<file path="src/sadc_pkg.sv">
// Purpose: Shared constants for the converter sequencing and power-down block.
// Assumes: A 50 MHz system clock.
// Notes:   Times are kept in nanoseconds and turned into cycle counts here.
package sadc_pkg;

    // ------------------------------------------------------------
    // Clock and timing
    // ------------------------------------------------------------
    localparam int CLK_PERIOD_NS   = 20;
    localparam int PWRUP_TIME_NS   = 1500;
    localparam int CONV_TIME_NS    = 4500;
    localparam int SETTLE_TIME_NS  = 100;
    // Least times round up to whole cycles.
    localparam int PWRUP_CYCLES  = (PWRUP_TIME_NS + CLK_PERIOD_NS - 1) / CLK_PERIOD_NS;
    localparam int CONV_CYCLES   = (CONV_TIME_NS + CLK_PERIOD_NS - 1) / CLK_PERIOD_NS;
    localparam int SETTLE_CYCLES = (SETTLE_TIME_NS + CLK_PERIOD_NS - 1) / CLK_PERIOD_NS;

    // ------------------------------------------------------------
    // Data format
    // ------------------------------------------------------------
    localparam int RESULT_BITS = 8;
    localparam int CNT_BITS    = 9;

    typedef enum logic [1:0] {
        SADC_OFF,
        SADC_IDLE,
        SADC_CONV
    } sadc_state_e;

endpackage

</file>
<file path="src/sadc_sar.sv">
// Purpose: Successive-approximation search over an 8-bit trial code.
// Assumes: The comparator answer is valid one cycle after each trial code.
// Notes:   One bit is resolved per step; done pulses when all are decided.
`timescale 1ns/1ps
`default_nettype none
module sadc_sar
    import sadc_pkg::*;
#(
    parameter int WIDTH = RESULT_BITS
) (
    // Clock and reset
    input  wire logic             clk,
    input  wire logic             reset,
    // Control
    input  wire logic             start,
    input  wire logic             step,
    input  wire logic             comp_high,
    // Results
    output logic [WIDTH-1:0]      trial,
    output logic                  done
);

    logic [WIDTH-1:0] bit_mask;

    // ------------------------------------------------------------
    // Trial search
    // ------------------------------------------------------------
    // Adjust until balanced.
    always_ff @(posedge clk or posedge reset) begin
        if (reset) begin
            trial    <= '0;
            bit_mask <= '0;
            done     <= 1'b0;
        end else begin
            done <= 1'b0;
            if (start) begin
                trial    <= {1'b1, {(WIDTH-1){1'b0}}};
                bit_mask <= {1'b1, {(WIDTH-1){1'b0}}};
            end else if (step && bit_mask != '0) begin
                if (comp_high) begin
                    trial <= (trial & ~bit_mask) | (bit_mask >> 1);
                end else begin
                    trial <= trial | (bit_mask >> 1);
                end
                bit_mask <= bit_mask >> 1;
                if (bit_mask[0]) begin
                    done <= 1'b1;
                end
            end
        end
    end

endmodule // sadc_sar
`default_nettype wire

</file>
<file path="src/sadc_ctrl.sv">
// Purpose: Convert-start sequencing, power-down control and result port.
// Assumes: Pins are synchronous to CLK; the analog side answers a compare.
// Notes:   The data bus is split into output, enable and no input.
//
// Functional notes
// - Falling convert-start raises busy for the conversion.
// - Busy falls at end of conversion.
// - After reset the core is powered down.
// - Rising convert-start wakes the core.
// - No conversion starts while powered down.
// - Each rising convert-start launches a 1.5 us internal pulse.
// - Conversion starts on the falling edge of gated convert-start.
// - Acquisition runs from end of conversion to convert-start fall.
// - Sampler settles about 100 ns after each conversion.
// - Search adjusts trial code until comparator balances.
// - Result is straight binary, step is reference over 256.
// - Code transitions at integer multiples of one step.
// - Automatic mode powers down after each conversion.
// - Conversion lasts 4.5 us; power-up plus conversion 6 us.
// - Gated convert-start is OR of external and internal.
// - Convert-start level when busy falls picks the mode.
// - Result latched at end; bus driven when select and read low.
`timescale 1ns/1ps
`default_nettype none
module sadc_ctrl
    import sadc_pkg::*;
#(
    parameter int PWRUP_CNT  = PWRUP_CYCLES,
    parameter int CONV_CNT   = CONV_CYCLES,
    parameter int SETTLE_CNT = SETTLE_CYCLES
) (
    // Clock and reset
    input  wire logic                   CLK,
    input  wire logic                   RESET,
    // Host control
    input  wire logic                   CONV_START_N,
    input  wire logic                   CS_N,
    input  wire logic                   RD_N,
    // Analog side
    input  wire logic                   COMP_HIGH,
    output logic [RESULT_BITS-1:0]      TRIAL_CODE,
    output logic                        SAMPLE_HOLD,
    output logic                        POWERED,
    output logic                        SETTLING,
    // Status and data
    output logic                        BUSY,
    output logic [RESULT_BITS-1:0]      RESULT_BUS_O,
    output logic                        RESULT_BUS_OE
);

    sadc_state_e            state;
    logic                   ext_q;
    logic                   int_pulse;
    logic                   gated_q;
    logic [CNT_BITS-1:0]    pulse_cnt;
    logic [CNT_BITS-1:0]    conv_cnt;
    logic [CNT_BITS-1:0]    settle_cnt;
    logic [RESULT_BITS-1:0] result_reg;
    logic                   read_ok;
    logic                   sar_start;
    logic                   sar_done;
    logic [RESULT_BITS-1:0] sar_trial;
    logic                   ext_rise;
    logic                   gated;
    logic                   gated_fall;
    logic                   conv_end;
    logic                   step_phase;
    logic                   sar_step;
    logic [RESULT_BITS-1:0] search_code;

    assign ext_rise   = CONV_START_N & ~ext_q;
    assign gated      = CONV_START_N | int_pulse;
    assign gated_fall = gated_q & ~gated;
    assign conv_end   = (state == SADC_CONV) &&
                        (conv_cnt == CNT_BITS'(CONV_CNT - 1));
    assign sar_start  = gated_fall && (state == SADC_IDLE);
    assign sar_step   = (state == SADC_CONV) && step_phase;

    // ------------------------------------------------------------
    // Edge history
    // ------------------------------------------------------------
    always_ff @(posedge CLK or posedge RESET) begin
        if (RESET) begin
            ext_q   <= 1'b0;
            gated_q <= 1'b0;
        end else begin
            ext_q   <= CONV_START_N;
            gated_q <= gated;
        end
    end

    // ------------------------------------------------------------
    // Internal power-up pulse
    // ------------------------------------------------------------
    // Timed 1.5 us pulse.
    always_ff @(posedge CLK or posedge RESET) begin
        if (RESET) begin
            int_pulse <= 1'b0;
            pulse_cnt <= '0;
        end else if (ext_rise) begin
            int_pulse <= 1'b1;
            pulse_cnt <= '0;
        end else if (int_pulse) begin
            if (pulse_cnt == CNT_BITS'(PWRUP_CNT - 1)) begin
                int_pulse <= 1'b0;
            end
            pulse_cnt <= pulse_cnt + 1'b1;
        end
    end

    // ------------------------------------------------------------
    // Power and conversion state
    // ------------------------------------------------------------
    // Power sequencing.
    always_ff @(posedge CLK or posedge RESET) begin
        if (RESET) begin
            state <= SADC_OFF;
        end else begin
            case (state)
                SADC_OFF: begin
                    if (ext_rise) begin
                        state <= SADC_IDLE;
                    end
                end
                SADC_IDLE: begin
                    if (sar_start) begin
                        state <= SADC_CONV;
                    end
                end
                SADC_CONV: begin
                    if (conv_end) begin
                        state <= CONV_START_N ? SADC_IDLE : SADC_OFF;
                    end
                end
                default: begin
                    state <= SADC_OFF;
                end
            endcase
        end
    end

    always_ff @(posedge CLK or posedge RESET) begin
        if (RESET) begin
            conv_cnt <= '0;
        end else if (state == SADC_CONV) begin
            conv_cnt <= conv_cnt + 1'b1;
        end else begin
            conv_cnt <= '0;
        end
    end

    always_ff @(posedge CLK or posedge RESET) begin
        if (RESET) begin
            BUSY <= 1'b0;
        end else if (sar_start) begin
            BUSY <= 1'b1;
        end else if (conv_end) begin
            BUSY <= 1'b0;
        end
    end

    always_ff @(posedge CLK or posedge RESET) begin
        if (RESET) begin
            SAMPLE_HOLD <= 1'b0;
            SETTLING    <= 1'b0;
            settle_cnt  <= '0;
        end else begin
            if (sar_start) begin
                SAMPLE_HOLD <= 1'b1;
            end else if (conv_end) begin
                SAMPLE_HOLD <= 1'b0;
            end
            if (conv_end) begin
                SETTLING   <= 1'b1;
                settle_cnt <= '0;
            end else if (SETTLING) begin
                if (settle_cnt == CNT_BITS'(SETTLE_CNT - 1)) begin
                    SETTLING <= 1'b0;
                end
                settle_cnt <= settle_cnt + 1'b1;
            end
        end
    end

    always_ff @(posedge CLK or posedge RESET) begin
        if (RESET) begin
            POWERED    <= 1'b0;
            TRIAL_CODE <= '0;
        end else begin
            POWERED    <= ext_rise ||
                          ((state != SADC_OFF) &&
                           !(conv_end && !CONV_START_N));
            TRIAL_CODE <= sar_trial;
        end
    end

    // ------------------------------------------------------------
    // Search engine
    // ------------------------------------------------------------
    // Step every second cycle.
    // The trial code reaches the comparator one cycle late, so the
    // engine waits for the answer that belongs to its current code.
    always_ff @(posedge CLK or posedge RESET) begin
        if (RESET) begin
            step_phase <= 1'b0;
        end else if (state == SADC_CONV) begin
            step_phase <= ~step_phase;
        end else begin
            step_phase <= 1'b0;
        end
    end

    sadc_sar #(
        .WIDTH      (RESULT_BITS)
    ) u_sar (
        .clk        (CLK),
        .reset      (RESET),
        .start      (sar_start),
        .step       (sar_step),
        .comp_high  (COMP_HIGH),
        .trial      (sar_trial),
        .done       (sar_done)
    );

    // ------------------------------------------------------------
    // Result register and read port
    // ------------------------------------------------------------
    // Latch binary code.
    always_ff @(posedge CLK or posedge RESET) begin
        if (RESET) begin
            search_code <= '0;
            result_reg  <= '0;
        end else begin
            if (sar_done) begin
                search_code <= sar_trial;
            end
            if (conv_end) begin
                result_reg <= search_code;
            end
        end
    end

    always_ff @(posedge CLK or posedge RESET) begin
        if (RESET) begin
            read_ok <= 1'b0;
        end else if (sar_start) begin
            read_ok <= 1'b0;
        end else if (conv_end) begin
            read_ok <= 1'b1;
        end
    end

    always_ff @(posedge CLK or posedge RESET) begin
        if (RESET) begin
            RESULT_BUS_O  <= '0;
            RESULT_BUS_OE <= 1'b0;
        end else begin
            RESULT_BUS_OE <= ~CS_N & ~RD_N;
            RESULT_BUS_O  <= read_ok ? result_reg : '0;
        end
    end

endmodule // sadc_ctrl
`default_nettype wire

</file>
<file path="config.mk">
export PLATFORM = sky130hd
export DESIGN_NAME = sadc_ctrl
export DESIGN_NICKNAME = d
export VERILOG_FILES = /design/src/sadc_pkg.sv /design/src/sadc_sar.sv /design/src/sadc_ctrl.sv
export SDC_FILE = /design/constraint.sdc
export NUM_CORES = 1
export LEC_CHECK = 0
export ABC_AREA = 1
export BUFFER_PORTS_ARGS = -buffer_cell sky130_fd_sc_hd__buf_2
export CAP_MARGIN = 10
export CORE_MARGIN = 4
export CORE_UTILIZATION = 60
export DETAILED_ROUTE_END_ITERATION = 6
export PLACE_DENSITY = 0.84
export SYNTH_ARGS = -nofsm -noshare
export SYNTH_HDL_FRONTEND = slang
export SYNTH_HIERARCHICAL = 1
export SYNTH_SLANG_ARGS = --single-unit
</file>
<file path="constraint.sdc">
create_clock -name CLK -period 2.6 [get_ports CLK]
set_input_delay 0.26 -clock CLK [delete_from_list [all_inputs] [get_ports CLK]]
set_output_delay 0.26 -clock CLK [all_outputs]
set_load 0.02 [all_outputs]
</file>
=== After elaboration in Yosys (flattened, before gate mapping) ===
Index checks and enable logic that the tools add are counted.

* Flip-flop bits (word level): 87
* Input bits: 6
* Output and inout port bits: 21
* Logic and storage cells: 91

* Add/subtract/negate cells: 3
* Equality and inequality tests: 8
* Muxes and demuxes: 30
* Bitwise operators: 13
* Reductions and logical operators: 17

{| class="wikitable"
|+ Operators by type and width
! operator !! number
|-
| $mux 8 || 6
|-
| $mux 9 || 5
|-
| $add 9x1->9 const B || 3
|-
| $or 8x7->8 || 2
|-
| $mux 1 || 15
|-
| $reduce_bool 2->1 || 5
|-
| $eq 9x3->1 const B || 1
|-
| $eq 9x7->1 const B || 1
|-
| $eq 9x8->1 const B || 1
|-
| $and 8x8->8 || 1
|-
| $not 8->8 || 1
|-
| $reduce_bool 8->1 || 1
|-
| $logic_and 1x1->1 || 6
|-
| $mux 2 || 3
|-
| $ne 2x2->1 const B || 3
|-
| $pmux 2 s3 || 1
|-
| $not 1->1 || 5
|-
| $and 1x1->1 || 3
|-
| $reduce_and 3->1 || 1
|-
| $eq 2x1->1 const B || 1
|-
| $eq 2x2->1 const B || 1
|-
| $logic_not 1->1 || 2
|-
| $logic_not 2->1 || 1
|-
| $logic_or 1x1->1 || 1
|-
| $or 1x1->1 || 1
|}

=== Longest topological paths before layout ===
* Depth in word-level cells: 6
* Mapped depth: 9
* Mapped depth without buffers: 8

=== Hierarchy ===
The synthesis kept the hierarchy.

{| class="wikitable"
|+ Modules (own cells, without submodules)
! module !! instances !! cells each !! area each (µm²) !! sequential area each (µm²)
|-
| sadc_ctrl || 1 || 337 || 2966.6 || 1751.7
|-
| sadc_sar || 1 || 105 || 868.3 || 425.4
|}

=== Worst setup path before layout ===
OpenSTA, ideal clock, no wires.

* Path type: register to register
* Start: reg int_pulse
* End: reg u_sar.bit_mask[3]
* Library setup time: 0.117 ns
* Arrival time: 1.665 ns
* Required time: 2.483 ns
* Path slack: 0.817 ns
* Cell stages (with the launch flop): 9
* Path buffers: 2
* Clock period less this slack: 1.783 ns
* Cells stage by stage: dfrtp_1 > buf_4 > inv_1 > nand3_1 > nor3_1 > inv_2 > buf_1 > nand4_1 > nand2_1

* Longest elaborated chain between the ends: 5
* Elaborated cells on any way between the ends: 6
* Classes of those cells: 1 x mux; 3 x bitwise; 2 x reduce/logical

{| class="wikitable"
|+ Ends and longest elaborated chain
! element !! line !! RTL
|-
| start: declaration || sadc_ctrl.sv:53 || <nowiki>logic int_pulse;</nowiki>
|-
| start signal: assignment || sadc_ctrl.sv:98 || <nowiki>int_pulse <= 1'b0;</nowiki>
|-
| start signal: assignment || sadc_ctrl.sv:101 || <nowiki>int_pulse <= 1'b1;</nowiki>
|-
| start signal: assignment || sadc_ctrl.sv:105 || <nowiki>int_pulse <= 1'b0;</nowiki>
|-
| $or 1x1->1 * || sadc_ctrl.sv:72 || <nowiki>assign gated = CONV_START_N | int_pulse;</nowiki>
|-
| $not 1->1 * || sadc_ctrl.sv:73 || <nowiki>assign gated_fall = gated_q & ~gated;</nowiki>
|-
| $and 1x1->1 * || sadc_ctrl.sv:73 ||
|-
| $logic_and 1x1->1 * || sadc_ctrl.sv:76 || <nowiki>assign sar_start = gated_fall && (state == SADC_IDLE);</nowiki>
|-
| via sar_start || sadc_ctrl.sv:60 || <nowiki>logic sar_start;</nowiki>
|-
| $mux 8 or $reduce_bool 2->1 (tied branches) || -- ||
|-
| end signal: assignment || sadc_sar.sv:38 || <nowiki>bit_mask <= {1'b1, {(WIDTH-1){1'b0}}};</nowiki>
|-
| end signal: assignment || sadc_sar.sv:45 || <nowiki>bit_mask <= bit_mask >> 1;</nowiki>
|-
| end: declaration || sadc_sar.sv:23 || <nowiki>logic [WIDTH-1:0] bit_mask;</nowiki>
|}

Mark *: on every way through the listed nets, which the timed path passes. The rest lies on a longest branch.
A chain may end at the register's enable or synchronous reset.

=== Worst setup path after layout ===
* Start: reg conv_cnt[0]
* End: reg result_reg[2]

* Longest elaborated chain between the ends: 2

{| class="wikitable"
|+ Ends and longest elaborated chain
! element !! line !! RTL
|-
| start: declaration || sadc_ctrl.sv:56 || <nowiki>logic [CNT_BITS-1:0] conv_cnt;</nowiki>
|-
| start signal: assignment || sadc_ctrl.sv:146 || <nowiki>conv_cnt <= conv_cnt + 1'b1;</nowiki>
|-
| $eq 9x8->1 || sadc_ctrl.sv:75 || <nowiki>(conv_cnt == CNT_BITS'(CONV_CNT - 1));</nowiki>
|-
| $logic_and 1x1->1 || sadc_ctrl.sv:74 || <nowiki>assign conv_end = (state == SADC_CONV) &&</nowiki>
|-
| end signal: assignment || sadc_ctrl.sv:238 || <nowiki>result_reg <= search_code;</nowiki>
|-
| end: declaration || sadc_ctrl.sv:58 || <nowiki>logic [RESULT_BITS-1:0] result_reg;</nowiki>
|}

No other way between the ends.

==> results.yml <==
clocking:
  clock_sinks: 87
  cts_repair_resize_count: 0
  tritoncts.num_buffers: 9
  cts.root.buffer_cell: "sky130_fd_sc_hd__clkbuf_8"
  cts_tree: "yes"
  cts-root-to-sink-buffers: 2
  insertion_delay_ps: 340
  cts_htree_levels: 3
  post-cts-setup-buffer-count: 0
  cts_hold_buf: 1
  clk_pin_slew_worst_paths_ps: 80
job:
  drv_cap: 0
timing:
  finalSetupViolations: 0
  final_min_period_over_clock_period_pct: 67.6
  holdWs_ps: 33.8
  timing.final.ws_setup_ps: 842
  setup_total_negative_slack_ps: 0
  layout_min_cycle_time_ps: 1760
  timing_hold_violations_final: 0
  slew_headroom_pct: 58.4
  tightest_slew_ps: 623
  fin_worst_skew_ps: 7.21
  slew_violations: 0
  fmax_ghz: 0.569
  rsz_0062_raised_after_global_routing: "false"
global_routing:
  global_route.overflow_total: 0
  grt_start_max_net_pins: 61
  global_route_wire_length_before_repair_microns: 12500
  antenna_found_initial: 0
  vias_in_the_first_global_route: 2808
  grt_use_total_pct: 20.8
logic_synthesis:
  synth.distinct_cells: 30
  yosys_warnings: 6
  synthesis.instances: 442
  synthesis.area_per_instance_sq_um: 8.68
  netlist_area_sq_mm: 0.00383
  post_syn_nets: 454
  ys_seq_area_share_pct: 56.8
  ys_seq_elements: 87
floorplan:
  floorplan.rows: 28
  die-height_microns: 87.9
  dieWidth_microns: 87.9
  boundaryPins: 27
  dieArea_sq_mm: 0.00773
  start_util_pct: 63.3
  floorplan.core_area_sq_mm: 0.00606
worst_setup_path:
  crit_path_end: "result_reg[2]"
  r2r_setup_slack_ps: 840
  setup.worst_path.start: "conv_cnt[0]"
  reg2regPathDepth: 6
  arrival_ps: 2000
  sort_of_element_at_the_end_of_the_critical_path: "register"
  critPathRequiredTime_ps: 2840
  crit_path_start_kind: "register"
  crit_path_max_fanout: 29
  r2r-end: "result_reg[2]"
  worst_r2r_startpoint: "conv_cnt[0]"
  worst-setup-path-type: "register to register"
detailed_routing:
  initialDrtViolationCount: 204
  antenna_left: 0
  routed_via_density: 5.28
  detail_route.drc_violations: 0
  routed-via-count: 2912
  wire_per_inst_microns: 12.7
  drt_pass1_iterations: 4
  drt_wl_total_microns: 6990
finish:
  fillCellCount: 505
  ff_latch_area_sq_mm: 0.00218
  syn2layout_area_growth_pct: 9.40
  multi_input_comb_area_sq_mm: 0.00131
  layout_top_registers: "conv_cnt (9), pulse_cnt (9), settle_cnt (9)"
  summed_area_of_non_filler_cells_in_the_final_layout_sq_mm: 0.00420
  antenna-diode-count: 0
  drive_gt1_share_pct: 12.6
  finish.net_count: 483
place:
  port_buffers: 26
  post-place-ws_ps: 863
  dp.final_hpwl_microns: 4780
  gp_routability_congestion: 0.804
  detailed_place.area_sq_mm: 0.00401
run_status:
  outcome: "complete, no violations"
power_and_ir_drop:
  cellLeakagePower_uw: 0.00225
  power_uw: 2390
  power_density_mw_per_mm2: 570
  vdd_ir_drop_max_mv: 0.338
worst_hold_path:
  hold_path.class: "primary input to register"
## cells in the final DEF, fill, tap and decap left out, drive strengths merged
| cell type | count |
|---|---|
| a21oi | 14 |
| clkinv | 2 |
| inv | 70 |
| a31oi | 1 |
| nand3 | 34 |
| nand2 | 106 |
| nor2 | 44 |
| clkbuf | 13 |
| nor3 | 8 |
| a211oi | 2 |
| or2 | 1 |
| buf | 29 |
| dlygate4sd3 | 1 |
| o21ai | 37 |
| dfrtp | 87 |
| clkinvlp | 1 |
| nand4 | 18 |
| xor2 | 1 |
| o21bai | 1 |
| ha | 6 |
## worst max-delay path, cell delays in order (launching register included)
cell,delay [ps]
sky130_fd_sc_hd__dfrtp_1,420
sky130_fd_sc_hd__inv_1,70
sky130_fd_sc_hd__ha_1,130
sky130_fd_sc_hd__nand2_1,50
sky130_fd_sc_hd__nor2_1,160
sky130_fd_sc_hd__nand3_2,450
sky130_fd_sc_hd__o21ai_0,370
## worst min path at each step
stage	slack, ps	startpoint	cells after the start	end
2_1_floorplan	190	RESET	1	u_sar/bit_mask[0]
3_3_place_gp	210	RESET	2	TRIAL_CODE[6]
3_5_place_dp	210	RESET	2	step_phase
4_1_cts	20	CONV_START_N	1	ext_q
5_1_grt	20	CONV_START_N	1	ext_q
6_report	30	CONV_START_N	1	ext_q
## logic make-up after synthesis
logic type                 Yosys count  share of synthesized area (%)
DFF                                 87                           56.8
adders and majority gates            6                           1.96
and+or+nand+nor                    211                           24.4
AOI/OAI and AO/OA                   55                           7.60
buffers and inverters               82                           9.07
xor gates and xnor gates             1                          0.228
## metal layers
| layer | track usage (%) | up-vias | routed length [microns] |
|---|---|---|---|
| met5 | 0 | - | 0 |
| met4 | 8.65 | 0 | 121 |
| met3 | 3.48 | 13 | 292 |
| met2 | 33.9 | 69 | 3440 |
| met1 | 27.7 | 1373 | 3130 |
| li1 | - | 1457 | - |
## synth_stat cells (all sizes together)
library cell / number / area (sq um)
a211oi: 2 / 15.0
a21oi: 14 / 70.1
a31oi: 1 / 6.26
buf: 9 / 73.8
clkbuf: 3 / 11.3
dfrtp: 87 / 2180
ha: 6 / 75.1
inv: 70 / 263
nand2: 106 / 408
nand3: 34 / 185
nand4: 18 / 113
nor2: 44 / 178
nor3: 8 / 45.0
o21ai: 37 / 193
o21bai: 1 / 7.51
or2: 1 / 6.26
xor2: 1 / 8.76
## report_power, final
| group | switching (uW) | leakage, uW | internal, uW |
|---|---|---|---|
| clock network | 431 | 0.0000894 | 397 |
| logic | 88.3 | 0.00105 | 45.0 |
| registers | 37.0 | 0.00111 | 1390 |
## final cells by class
type	count	area share, %
inverters	70	6.26
flip-flops and latches	87	51.9
clock inverters	3	0.418
multi-input cells	273	31.2
well taps	75	2.24
repair buffers	30	4.18
clock buffers	13	3.79
## per-stage QoR
stage	utilization (%)	instances
6_report	69.2	551
3_5_place_dp	66.1	534
2_1_floorplan	-	442
4_1_cts	69.2	551
5_1_grt	69.2	551
3_3_place_gp	66.1	534
Note: power is estimated with default switching activity, not from simulation.
